--- src/mcsq_pkg.sv ---
// mcsq_pkg: constants, types and register map of the modulator status query block
// assumes an apb slave on pclk and a byte-wide command stream from the management link
package mcsq_pkg;

    localparam logic [15:0] MCSQ_OPCODE_QUERY = 16'h2400;

    // field byte offsets in the answer, back to back
    localparam int MCSQ_OFF_SPECTRUM  = 0;
    localparam int MCSQ_OFF_OPMODE    = 1;
    localparam int MCSQ_OFF_CLKSRC    = 2;
    localparam int MCSQ_OFF_CLKPOL    = 3;
    localparam int MCSQ_OFF_SENDTIM   = 4;
    localparam int MCSQ_OFF_FRAMING   = 5;
    localparam int MCSQ_OFF_DROPMODE  = 6;
    localparam int MCSQ_OFF_DROPMAP   = 7;
    localparam int MCSQ_DROPMAP_LEN   = 30;
    localparam int MCSQ_OFF_YELSEL    = 37;
    localparam int MCSQ_OFF_FORCED    = 38;
    localparam int MCSQ_OFF_TXMASK1   = 39;
    localparam int MCSQ_OFF_TXMASK2   = 40;
    localparam int MCSQ_OFF_CMNMASK2  = 41;
    localparam int MCSQ_OFF_SVC1_VOL  = 42;
    localparam int MCSQ_OFF_SVC2_VOL  = 43;
    localparam int MCSQ_OFF_IFTYPE    = 44;
    localparam int MCSQ_OFF_TERR_LB   = 45;
    localparam int MCSQ_OFF_BB_LB     = 46;
    localparam int MCSQ_PAYLOAD_LEN   = 47;

    // largest legal code of each enumerated field
    localparam logic [7:0] MCSQ_MAX_BOOL     = 8'h01;
    localparam logic [7:0] MCSQ_MAX_CLKSRC   = 8'h02;
    localparam logic [7:0] MCSQ_MAX_CLKPOL   = 8'h02;
    localparam logic [7:0] MCSQ_MAX_FRAMING  = 8'h03;
    localparam logic [7:0] MCSQ_MAX_DROPMODE = 8'h09;
    localparam logic [7:0] MCSQ_MAX_IFTYPE   = 8'h09;
    localparam logic signed [7:0] MCSQ_VOL_MIN = -8'sd20;
    localparam logic signed [7:0] MCSQ_VOL_MAX = 8'sd10;

    // spare bits forced to zero
    localparam logic [7:0] MCSQ_FORCED_USED  = 8'h3F;
    localparam logic [7:0] MCSQ_TXMASK2_USED = 8'h3F;
    localparam logic [7:0] MCSQ_CMN2_USED    = 8'h07;

    // apb register byte addresses
    localparam logic [7:0] MCSQ_REG_CTRL    = 8'h00;
    localparam logic [7:0] MCSQ_REG_STATUS  = 8'h04;
    localparam logic [7:0] MCSQ_REG_IRQ_ST  = 8'h08;
    localparam logic [7:0] MCSQ_REG_IRQ_MSK = 8'h0C;
    localparam logic [7:0] MCSQ_REG_CFG0    = 8'h10;
    localparam logic [7:0] MCSQ_REG_CFG1    = 8'h14;
    localparam logic [7:0] MCSQ_REG_CFG2    = 8'h18;
    localparam logic [7:0] MCSQ_REG_CFG3    = 8'h1C;
    localparam logic [7:0] MCSQ_REG_MAP     = 8'h40;
    localparam logic [7:0] MCSQ_REG_MAP_END = 8'hB4;

    // irq bits
    localparam int MCSQ_IRQ_QUERY = 0;
    localparam int MCSQ_IRQ_DONE  = 1;
    localparam int MCSQ_IRQ_BADOP = 2;
    localparam int MCSQ_IRQ_W     = 3;

    localparam logic [7:0] MCSQ_RST_BYTE = 8'h00;
    localparam logic [7:0] MCSQ_RST_MASK = 8'hFF;

    typedef struct packed {
        logic [7:0] data;
        logic       valid;
    } mcsq_byte_t;

    typedef enum logic [1:0] {MCSQ_IDLE, MCSQ_OPLO, MCSQ_SEND} mcsq_state_t;

endpackage

--- src/mcsq_query.sv ---
// mcsq_query: command recogniser, configuration store and answer serialiser
// assumes command bytes from logic on pclk, one byte per valid, high opcode byte first
//
// Design decisions made here: the APB interface to the registers and the placing of the registers.
`timescale 1ns/1ps

module mcsq_query
    import mcsq_pkg::*;
(
    input  wire logic        pclk,
    input  wire logic        presetn,
    input  wire logic        psel,
    input  wire logic        penable,
    input  wire logic        pwrite,
    input  wire logic [7:0]  paddr,
    input  wire logic [31:0] pwdata,
    output logic [31:0]      prdata,
    output logic             pready,
    output logic             pslverr,
    input  wire mcsq_byte_t  cmd_in,
    output mcsq_byte_t       rsp_out,
    output logic             rsp_last,
    input  wire logic        rsp_ready,
    output logic             irq
);

    logic [7:0]          cfg [0:MCSQ_PAYLOAD_LEN-1];
    logic [MCSQ_IRQ_W-1:0] irq_st;
    logic [MCSQ_IRQ_W-1:0] irq_msk;
    logic                enable;
    mcsq_state_t         state;
    logic [7:0]          op_hi;
    logic [5:0]          idx;
    logic                ev_query;
    logic                ev_done;
    logic                ev_bad;
    logic                wr;
    logic                rd;
    logic [7:0]          rsp_byte;

    assign wr      = psel && penable && pwrite;
    assign rd      = psel && penable && !pwrite;
    assign pready  = 1'b1;

    // aligned word inside the drop map window
    function automatic logic in_map(input logic [7:0] a);
        in_map = (a[1:0] == 2'b00) && (a >= MCSQ_REG_MAP) && (a <= MCSQ_REG_MAP_END);
    endfunction

    // payload offset of the map entry that a map address selects
    function automatic int map_off(input logic [7:0] a);
        map_off = MCSQ_OFF_DROPMAP + int'(a[7:2] - MCSQ_REG_MAP[7:2]);
    endfunction

    // any address that holds a register
    function automatic logic mapped(input logic [7:0] a);
        mapped = (a == MCSQ_REG_CTRL) || (a == MCSQ_REG_STATUS) || (a == MCSQ_REG_IRQ_ST)
              || (a == MCSQ_REG_IRQ_MSK) || in_map(a)
              || (a[1:0] == 2'b00 && a >= MCSQ_REG_CFG0 && a <= MCSQ_REG_CFG3);
    endfunction

    // clamp an enumerated code into its legal range
    function automatic logic [7:0] lim(input logic [7:0] v, input logic [7:0] mx);
        lim = (v > mx) ? mx : v;
    endfunction

    function automatic logic [7:0] vol(input logic [7:0] v);
        if ($signed(v) < MCSQ_VOL_MIN)
            vol = MCSQ_VOL_MIN;
        else if ($signed(v) > MCSQ_VOL_MAX)
            vol = MCSQ_VOL_MAX;
        else
            vol = v;
    endfunction

    assign pslverr = psel && penable && !mapped(paddr);

    // control register
    always_ff @(posedge pclk or negedge presetn)
    begin
        if (!presetn)
            enable <= 1'b0;
        else if (wr && paddr == MCSQ_REG_CTRL)
            enable <= pwdata[0];
    end

    // configuration store; each write lands at its payload offset
    always_ff @(posedge pclk or negedge presetn)
    begin
        if (!presetn)
        begin
            for (int i = 0; i < MCSQ_PAYLOAD_LEN; i++)
                cfg[i] <= MCSQ_RST_BYTE;
            // masks leave reset allowing every alarm
            cfg[MCSQ_OFF_TXMASK1]  <= MCSQ_RST_MASK;
            cfg[MCSQ_OFF_TXMASK2]  <= MCSQ_RST_MASK & MCSQ_TXMASK2_USED;
            cfg[MCSQ_OFF_CMNMASK2] <= MCSQ_RST_MASK & MCSQ_CMN2_USED;
        end
        else if (wr)
        begin
            unique case (paddr)
                MCSQ_REG_CFG0:
                begin
                    cfg[MCSQ_OFF_SPECTRUM] <= lim(pwdata[7:0], MCSQ_MAX_BOOL);
                    cfg[MCSQ_OFF_OPMODE]   <= lim(pwdata[15:8], MCSQ_MAX_BOOL);
                    cfg[MCSQ_OFF_CLKSRC]   <= lim(pwdata[23:16], MCSQ_MAX_CLKSRC);
                    cfg[MCSQ_OFF_CLKPOL]   <= lim(pwdata[31:24], MCSQ_MAX_CLKPOL);
                end
                MCSQ_REG_CFG1:
                begin
                    cfg[MCSQ_OFF_SENDTIM]  <= lim(pwdata[7:0], MCSQ_MAX_BOOL);
                    cfg[MCSQ_OFF_FRAMING]  <= lim(pwdata[15:8], MCSQ_MAX_FRAMING);
                    cfg[MCSQ_OFF_DROPMODE] <= lim(pwdata[23:16], MCSQ_MAX_DROPMODE);
                    cfg[MCSQ_OFF_YELSEL]   <= lim(pwdata[31:24], MCSQ_MAX_BOOL);
                end
                MCSQ_REG_CFG2:
                begin
                    cfg[MCSQ_OFF_FORCED]   <= pwdata[7:0] & MCSQ_FORCED_USED;
                    cfg[MCSQ_OFF_TXMASK1]  <= pwdata[15:8];
                    cfg[MCSQ_OFF_TXMASK2]  <= pwdata[23:16] & MCSQ_TXMASK2_USED;
                    cfg[MCSQ_OFF_CMNMASK2] <= pwdata[31:24] & MCSQ_CMN2_USED;
                end
                MCSQ_REG_CFG3:
                begin
                    cfg[MCSQ_OFF_SVC1_VOL] <= vol(pwdata[7:0]);
                    cfg[MCSQ_OFF_SVC2_VOL] <= vol(pwdata[15:8]);
                    cfg[MCSQ_OFF_IFTYPE]   <= lim(pwdata[23:16], MCSQ_MAX_IFTYPE);
                    cfg[MCSQ_OFF_TERR_LB]  <= pwdata[24] ? 8'h01 : 8'h00;
                    cfg[MCSQ_OFF_BB_LB]    <= pwdata[25] ? 8'h01 : 8'h00;
                end
                default:
                begin
                    if (in_map(paddr))
                        cfg[map_off(paddr)] <= pwdata[7:0];
                end
            endcase
        end
    end

    // query recogniser and serialiser
    always_ff @(posedge pclk or negedge presetn)
    begin
        if (!presetn)
        begin
            state <= MCSQ_IDLE;
            op_hi <= 8'h00;
            idx   <= 6'h00;
        end
        else
        begin
            unique case (state)
                MCSQ_IDLE:
                    if (cmd_in.valid && enable)
                    begin
                        op_hi <= cmd_in.data;
                        state <= MCSQ_OPLO;
                    end
                MCSQ_OPLO:
                    if (cmd_in.valid)
                    begin
                        idx   <= 6'h00;
                        state <= ({op_hi, cmd_in.data} == MCSQ_OPCODE_QUERY)
                               ? MCSQ_SEND : MCSQ_IDLE;
                    end
                MCSQ_SEND:
                    if (rsp_ready)
                    begin
                        if (idx == 6'(MCSQ_PAYLOAD_LEN - 1))
                            state <= MCSQ_IDLE;
                        idx <= idx + 6'h01;
                    end
            endcase
        end
    end

    assign ev_query = state == MCSQ_OPLO && cmd_in.valid
                   && {op_hi, cmd_in.data} == MCSQ_OPCODE_QUERY;
    assign ev_bad   = state == MCSQ_OPLO && cmd_in.valid
                   && {op_hi, cmd_in.data} != MCSQ_OPCODE_QUERY;
    assign ev_done  = state == MCSQ_SEND && rsp_ready && idx == 6'(MCSQ_PAYLOAD_LEN - 1);

    // answer byte stream, combinational handshake, registered data
    assign rsp_out.valid = state == MCSQ_SEND;
    assign rsp_out.data  = rsp_byte;
    assign rsp_last      = state == MCSQ_SEND && idx == 6'(MCSQ_PAYLOAD_LEN - 1);

    // answer byte register, loaded one step ahead of the index
    always_ff @(posedge pclk or negedge presetn)
    begin
        if (!presetn)
            rsp_byte <= 8'h00;
        else if (ev_query)
            rsp_byte <= cfg[MCSQ_OFF_SPECTRUM];
        else if (state == MCSQ_SEND && rsp_ready && !rsp_last)
            rsp_byte <= cfg[idx + 6'h01];
        else if (ev_done)
            rsp_byte <= 8'h00;
    end

    // sticky events, set wins; a read clears only the bits it returned
    always_ff @(posedge pclk or negedge presetn)
    begin
        if (!presetn)
            irq_st <= '0;
        else
            irq_st <= (irq_st & ~((rd && paddr == MCSQ_REG_IRQ_ST)
                                  ? prdata[MCSQ_IRQ_W-1:0] : '0))
                    | {ev_bad, ev_done, ev_query};
    end

    always_ff @(posedge pclk or negedge presetn)
    begin
        if (!presetn)
            irq_msk <= '0;
        else if (wr && paddr == MCSQ_REG_IRQ_MSK)
            irq_msk <= pwdata[MCSQ_IRQ_W-1:0];
    end

    assign irq = |(irq_st & irq_msk);

    // read data
    always_ff @(posedge pclk or negedge presetn)
    begin
        if (!presetn)
            prdata <= 32'h0000_0000;
        else if (psel && !penable && !pwrite)
        begin
            unique case (paddr)
                MCSQ_REG_CTRL:    prdata <= {31'h0, enable};
                MCSQ_REG_STATUS:  prdata <= {24'h0, idx, 2'(state)};
                MCSQ_REG_IRQ_ST:  prdata <= {29'h0, irq_st};
                MCSQ_REG_IRQ_MSK: prdata <= {29'h0, irq_msk};
                MCSQ_REG_CFG0:    prdata <= {cfg[MCSQ_OFF_CLKPOL], cfg[MCSQ_OFF_CLKSRC],
                                             cfg[MCSQ_OFF_OPMODE], cfg[MCSQ_OFF_SPECTRUM]};
                MCSQ_REG_CFG1:    prdata <= {cfg[MCSQ_OFF_YELSEL], cfg[MCSQ_OFF_DROPMODE],
                                             cfg[MCSQ_OFF_FRAMING], cfg[MCSQ_OFF_SENDTIM]};
                MCSQ_REG_CFG2:    prdata <= {cfg[MCSQ_OFF_CMNMASK2], cfg[MCSQ_OFF_TXMASK2],
                                             cfg[MCSQ_OFF_TXMASK1], cfg[MCSQ_OFF_FORCED]};
                MCSQ_REG_CFG3:    prdata <= {6'h0, cfg[MCSQ_OFF_BB_LB][0],
                                             cfg[MCSQ_OFF_TERR_LB][0], cfg[MCSQ_OFF_IFTYPE],
                                             cfg[MCSQ_OFF_SVC2_VOL], cfg[MCSQ_OFF_SVC1_VOL]};
                default:
                begin
                    if (in_map(paddr))
                        prdata <= {24'h0, cfg[map_off(paddr)]};
                    else
                        prdata <= 32'h0000_0000;
                end
            endcase
        end
    end

    AST_QUERY_STARTS: assert property (@(posedge pclk) disable iff (!presetn)
        ev_query |=> rsp_out.valid && idx == 6'h00)
        else $error("query did not start answer");
    AST_BAD_IGNORED: assert property (@(posedge pclk) disable iff (!presetn)
        ev_bad |=> !rsp_out.valid)
        else $error("wrong opcode answered");
    AST_SPECTRUM_RANGE: assert property (@(posedge pclk) disable iff (!presetn)
        rsp_out.valid && idx == 6'(MCSQ_OFF_SPECTRUM) |-> rsp_out.data <= MCSQ_MAX_BOOL)
        else $error("spectrum code out of range");
    AST_OPMODE_RANGE: assert property (@(posedge pclk) disable iff (!presetn)
        rsp_out.valid && idx == 6'(MCSQ_OFF_OPMODE) |-> rsp_out.data <= MCSQ_MAX_BOOL)
        else $error("mode code out of range");
    AST_CLKSRC_RANGE: assert property (@(posedge pclk) disable iff (!presetn)
        rsp_out.valid && idx == 6'(MCSQ_OFF_CLKSRC) |-> rsp_out.data <= MCSQ_MAX_CLKSRC)
        else $error("clock source out of range");
    AST_FRAMING_RANGE: assert property (@(posedge pclk) disable iff (!presetn)
        rsp_out.valid && idx == 6'(MCSQ_OFF_FRAMING) |-> rsp_out.data <= MCSQ_MAX_FRAMING)
        else $error("framing out of range");
    AST_FORCED_SPARE: assert property (@(posedge pclk) disable iff (!presetn)
        rsp_out.valid && idx == 6'(MCSQ_OFF_FORCED) |-> rsp_out.data[7:6] == 2'b00)
        else $error("forced spare bits set");
    AST_VOL_RANGE: assert property (@(posedge pclk) disable iff (!presetn)
        rsp_out.valid && idx == 6'(MCSQ_OFF_SVC1_VOL) |->
        $signed(rsp_out.data) >= MCSQ_VOL_MIN && $signed(rsp_out.data) <= MCSQ_VOL_MAX)
        else $error("volume out of range");
    AST_IDX_STEP: assert property (@(posedge pclk) disable iff (!presetn)
        rsp_out.valid && rsp_ready && !rsp_last |=> rsp_out.valid && idx == $past(idx) + 6'h01)
        else $error("payload byte skipped");
    AST_IDX_HOLD: assert property (@(posedge pclk) disable iff (!presetn)
        rsp_out.valid && !rsp_ready |=> $stable(idx) && rsp_out.valid)
        else $error("byte lost under stall");
    AST_LAST_ENDS: assert property (@(posedge pclk) disable iff (!presetn)
        rsp_last && rsp_ready |=> !rsp_out.valid ##1 !rsp_out.valid)
        else $error("answer ran past end");

    COV_QUERY: cover property (@(posedge pclk) disable iff (!presetn) ev_query);
    COV_DONE: cover property (@(posedge pclk) disable iff (!presetn) ev_done);
    COV_BAD: cover property (@(posedge pclk) disable iff (!presetn) ev_bad);
    COV_IRQ: cover property (@(posedge pclk) disable iff (!presetn) $rose(irq));
    COV_STALL: cover property (@(posedge pclk) disable iff (!presetn)
        rsp_out.valid && !rsp_ready);

    // remaining answer fields stay inside their code ranges
    AST_CLKPOL_RANGE: assert property (@(posedge pclk) disable iff (!presetn)
        rsp_out.valid && idx == 6'(MCSQ_OFF_CLKPOL) |-> rsp_out.data <= MCSQ_MAX_CLKPOL)
        else $error("clock polarity out of range");
    AST_SENDTIM_RANGE: assert property (@(posedge pclk) disable iff (!presetn)
        rsp_out.valid && idx == 6'(MCSQ_OFF_SENDTIM) |-> rsp_out.data <= MCSQ_MAX_BOOL)
        else $error("send timing out of range");
    AST_DROPMODE_RANGE: assert property (@(posedge pclk) disable iff (!presetn)
        rsp_out.valid && idx == 6'(MCSQ_OFF_DROPMODE) |-> rsp_out.data <= MCSQ_MAX_DROPMODE)
        else $error("drop mode out of range");
    AST_YELSEL_RANGE: assert property (@(posedge pclk) disable iff (!presetn)
        rsp_out.valid && idx == 6'(MCSQ_OFF_YELSEL) |-> rsp_out.data <= MCSQ_MAX_BOOL)
        else $error("yellow select out of range");
    AST_TXMASK2_SPARE: assert property (@(posedge pclk) disable iff (!presetn)
        rsp_out.valid && idx == 6'(MCSQ_OFF_TXMASK2) |->
        (rsp_out.data & ~MCSQ_TXMASK2_USED) == 8'h00)
        else $error("transmit mask spare bits set");
    AST_CMNMASK2_SPARE: assert property (@(posedge pclk) disable iff (!presetn)
        rsp_out.valid && idx == 6'(MCSQ_OFF_CMNMASK2) |->
        (rsp_out.data & ~MCSQ_CMN2_USED) == 8'h00)
        else $error("common mask spare bits set");
    AST_VOL2_RANGE: assert property (@(posedge pclk) disable iff (!presetn)
        rsp_out.valid && idx == 6'(MCSQ_OFF_SVC2_VOL) |->
        $signed(rsp_out.data) >= MCSQ_VOL_MIN && $signed(rsp_out.data) <= MCSQ_VOL_MAX)
        else $error("second volume out of range");
    AST_IFTYPE_RANGE: assert property (@(posedge pclk) disable iff (!presetn)
        rsp_out.valid && idx == 6'(MCSQ_OFF_IFTYPE) |-> rsp_out.data <= MCSQ_MAX_IFTYPE)
        else $error("interface type out of range");
    AST_TERR_LB_RANGE: assert property (@(posedge pclk) disable iff (!presetn)
        rsp_out.valid && idx == 6'(MCSQ_OFF_TERR_LB) |-> rsp_out.data <= MCSQ_MAX_BOOL)
        else $error("terrestrial loopback out of range");
    AST_BB_LB_RANGE: assert property (@(posedge pclk) disable iff (!presetn)
        rsp_out.valid && idx == 6'(MCSQ_OFF_BB_LB) |-> rsp_out.data <= MCSQ_MAX_BOOL)
        else $error("baseband loopback out of range");

    // command sequencing and answer handshake
    AST_DATA_HOLD: assert property (@(posedge pclk) disable iff (!presetn)
        rsp_out.valid && !rsp_ready |=> $stable(rsp_out.data))
        else $error("answer byte changed under stall");
    AST_DISABLED_IDLE: assert property (@(posedge pclk) disable iff (!presetn)
        !enable && state == MCSQ_IDLE |=> state == MCSQ_IDLE)
        else $error("command taken while disabled");
    AST_SEND_AFTER_QUERY: assert property (@(posedge pclk) disable iff (!presetn)
        $rose(rsp_out.valid) |-> $past(ev_query))
        else $error("answer without query");
    AST_OPCODE_WAIT: assert property (@(posedge pclk) disable iff (!presetn)
        state == MCSQ_OPLO && !cmd_in.valid |=> state == MCSQ_OPLO && op_hi == $past(op_hi))
        else $error("opcode high byte lost");

    // every event lands in its sticky bit, map accesses raise no error, a status read clears what it returned
    AST_QUERY_FLAG: assert property (@(posedge pclk) disable iff (!presetn)
        ev_query |=> irq_st[MCSQ_IRQ_QUERY])
        else $error("query event not recorded");
    AST_DONE_FLAG: assert property (@(posedge pclk) disable iff (!presetn)
        ev_done |=> irq_st[MCSQ_IRQ_DONE])
        else $error("done event not recorded");
    AST_BAD_FLAG: assert property (@(posedge pclk) disable iff (!presetn)
        ev_bad |=> irq_st[MCSQ_IRQ_BADOP])
        else $error("bad opcode event not recorded");
    AST_PSLVERR_MAP: assert property (@(posedge pclk) disable iff (!presetn)
        psel && penable && in_map(paddr) |-> !pslverr)
        else $error("error on drop map access");
    AST_CLEAR_ON_READ: assert property (@(posedge pclk) disable iff (!presetn)
        rd && paddr == MCSQ_REG_IRQ_ST && !ev_query && !ev_done && !ev_bad
        |=> (32'(irq_st) & $past(prdata)) == 32'h0000_0000)
        else $error("read bits not cleared");

endmodule

--- config.mk ---
export PLATFORM = sky130hd
export DESIGN_NAME = mcsq_query
export DESIGN_NICKNAME = d
export VERILOG_FILES = /design/src/mcsq_pkg.sv /design/src/mcsq_query.sv
export SDC_FILE = /design/constraint.sdc
export NUM_CORES = 1
export LEC_CHECK = 0
export BUFFER_PORTS_ARGS = -buffer_cell sky130_fd_sc_hd__buf_2
export CORE_ASPECT_RATIO = 0.6
export CORE_UTILIZATION = 30
export CTS_BUF_LIST = sky130_fd_sc_hd__clkbuf_8
export DETAILED_ROUTE_END_ITERATION = 8
export GPL_TIMING_DRIVEN = 0
export PLACE_DENSITY = 0.41
export SKIP_LAST_GASP = 1
export SLEW_MARGIN = 0
export SYNTH_ARGS = -nofsm -noshare
export SYNTH_HDL_FRONTEND = slang
export SYNTH_SLANG_ARGS = --single-unit
--- constraint.sdc ---
create_clock -name pclk -period 4.84 [get_ports pclk]
set_input_delay 0.726 -clock pclk [delete_from_list [all_inputs] [get_ports pclk]]
set_output_delay 0.726 -clock pclk [all_outputs]
set_load 0.01 [all_outputs]
==> impl_metrics.yaml <==
worst_setup_path:
  startpoint: "idx[0]"
  worstPathArrival_ns: 5.58
  crit_path_start_kind: "flip-flop"
  endpoint_kind: "flip-flop"
  reg2reg_from: "idx[0]"
  cp.required_ns: 5.46
  cp_max_fo: 10
  path_class: "flip-flop to flip-flop"
synthesis:
  synth_top_family_by_area: "multiplexers"
  syn_area_um2: 25800
  synth-edff-count: 0
  synth_simple_gate_area_share_pct: 12.6
  async_reset_ff_share_pct: 100
  synth.yosys.warnings: 0
  synth_cells: 2292
  synth.area.top_cells: "dfrtp_1 41%, mux2_2 13%, mux4_2 12%"
  synth.avg_cell_area_um2: 11.2
  synth_fa_ha_area_share_pct: 0.632
  synth_top_area_share_pct: 41.0
  ys.flop_type: "dfrtp_1"
  ys_seq_elements: 439
  synth_fp_nets: 2360
  yosysTopAreaCell: "dfrtp_1"
  ys_seq_area_share_pct: 42.7
  yosysUniqueCellTypes: 87
  synthMuxAreaShare_pct: 26.9
  synth_xor_area_share_pct: 0.505
  synth_compound_area_share_pct: 13.6
final_layout:
  fin_nets: 2543
  drive_gt1_share_pct: 31.2
  design_area_um2: 29600
  fin_util_pct: 35.1
  area_growth_pct: 14.9
  layoutNonFillerInstCount: 3676
sta:
  rsz0062_at_grt: "yes"
  slew_viol_final: 22
  skew_ns: 0.0575
  layout_setup_ws_ns: -0.120
  fmax_mhz: 202
  tns_ns: -0.364
  hold_viol_final: 0
  hold-worst-slack_ns: 0.218
  fin_crit_ns: 4.96
  setup_viol: 7
  worst_slew_margin_rel_pct: -3.93
  worst_pin_slew_ns: 1.56
  fin_crit_sh_pct: 102
pwr:
  power.leakage_nw: 12.8
  power.density_nw_per_um2: 287
  power_mw: 8.51
  peakVddDrop_v: 0.000148
drt:
  drt_iter0_markers: 4112
  postRouteAntennaNets: 0
  wl_per_cell_um: 41.2
  viasPerCell: 6.52
  drt-total-wl_um: 152000
  vias: 23951
  drc: 1
  firstDrtPassIters: 9
place:
  hpwl_um: 115000
  dp.cells: 3526
  dpl-instance-area_um2: 27800
  place_congestion: 1.06
  portBuffers: 92
  dpl_worst_slack_ns: -2.75
cts:
  clockBufferDepth: 3
  clk_pin_slew_ns: 0.07
  clock_latency_ns: 0.79
  cts.sinks: 439
  cts_buffers: 76
  clock-root-buffer: "clkbuf_8"
  cts_tree: "done"
  htree_levels: 3
global_route:
  grt_overflow: 0
  grt_pass1_wl_um: 204000
  grt_max_degree: 102
  grt_pass1_vias: 22502
  grt_use_total_pct: 34.5
  antenna_found_initial: 9
die:
  start_util_pct: 30.6
  num_rows: 82
  die_area_um2: 87100
  die_w_um: 380
  ios: 100
  core-area_um2: 84200
  chipHeight_um: 229
job:
  cap_violations: 4
outcome:
  violations: "DRC, capacitance limit, slew limit, setup timing"
  status: "complete, but fails checks"
min_path:
  hp-start: "cmd_in[7]"
  hold_class: "input pin to flip-flop"
[power by group]
part,leakage [nW],internal [mW],switching [mW]
sequential,6.02,3.73,0.0855
clock,0.890,1.75,1.83
combinational,5.92,0.274,0.840
total,12.8,5.76,2.75
[cell families (layout without fill, tap and decap cells)]
logic type / Yosys count / in the layout
other: 1 / 9
muxes: 481 / 481
and+or+nand+nor: 663 / 663
DFF: 439 / 439
xor gates and xnor gates: 14 / 14
buffers and inverters: 192 / 434
AOI/OAI and AO/OA: 489 / 489
adders and majority gates: 13 / 13
[cell usage after synthesis (all sizes together) (6+ instances only)]
library cell	instances
a211oi	10
a21boi	18
a21oi	68
a221o	10
a221oi	7
a222oi	30
a22o	53
a22oi	16
a311oi	6
a31oi	24
a32o	9
a32oi	18
and2	11
and3	16
buf	57
clkbuf	108
dfrtp	422
dfstp	17
ha	13
inv	24
mux2	298
mux2i	45
mux4	138
nand2	338
nand3	90
nand4	20
nor2	116
nor2b	8
nor3	27
nor4	12
o2111ai	7
o211ai	6
o21ai	116
o221ai	9
o22ai	22
o2bb2ai	13
o31ai	7
o32ai	7
xnor2	11
[final timing paths]
path | to | cells past startpoint | slack [ns]
setup / recovery | rsp_byte[7] | 10 | -0.12
hold / removal | op_hi[6] | 2 | 0.22
setup reg to reg | rsp_byte[7] | 10 | -0.12
hold reg to reg | prdata[18] | 2 | 0.47
max in group asynchronous | prdata[5] | 5 | 2.27
min in group asynchronous | prdata[20] | 2 | 0.55
[placed cells by master, fill, tap and decap left out, drive strengths merged, types with 8 or more instances in the layout]
cell type,netlist,layout
mux2,298,298
dfstp,17,17
a32oi,18,18
a21boi,18,18
o2bb2ai,13,13
nand3,90,90
nand4,20,20
nand2,338,338
a22o,53,53
o22ai,22,22
inv,24,62
nor3,27,27
a211oi,10,10
clkbuf,108,205
o221ai,9,9
a221o,10,10
mux4,138,138
a31oi,24,24
a22oi,16,16
nor4,12,12
and3,16,16
a21oi,68,68
xnor2,11,11
buf,57,153
ha,13,13
and2,11,11
o21ai,116,116
a32o,9,9
nor2,116,116
dfrtp,422,422
diode,0,8
mux2i,45,45
nor2b,8,8
a222oi,30,30
[routing by layer]
metal	vias up	GRT usage, %	part of all wire [%]
met5	-	0	0.059
met4	5	7.20	1.9
met3	205	17.6	16
met2	1812	41.3	36
met1	12783	53.0	47
li1	9146	-	-
[registers in the layout, summed over array words and instances (netlist names)]
signal    cells
cfg         376
prdata       32
op_hi         8
rsp_byte      8
idx           6
irq_msk       3
irq_st        3
state         2
enable        1
[worst max-delay path, stage by stage, from the launching register on]
cell      delay [ns]
dfrtp_1         0.45
buf_4           0.38
clkinv_2        0.35
ha_1            0.39
clkbuf_1        0.53
nor2b_1         0.66
clkbuf_1        0.83
a32o_1          0.24
a31oi_1         0.07
a311oi_1        0.68
o31ai_1         0.19
[timing repair]
action                                 in CTS  in global routing
hold buffers                                1                  0
endpoints found under the hold margin      71                  0
setup endpoints to repair                 392                244
gates resized for setup                    60                 21
pin swaps                                   1                  0
setup buffers                               2                  0
cloned                                      0                  0
[final cells by class]
type	instances	area, um2
antenna	8	20.0
buffer	165	782
clock buffer	94	1290
clock inverter	43	185
fill	8428	54600
inverter	27	103
multi-input combinational	1661	14100
sequential	439	11000
tap	1134	1420
timing repair buffer	105	673
Note: power is estimated with default switching activity, not from simulation.
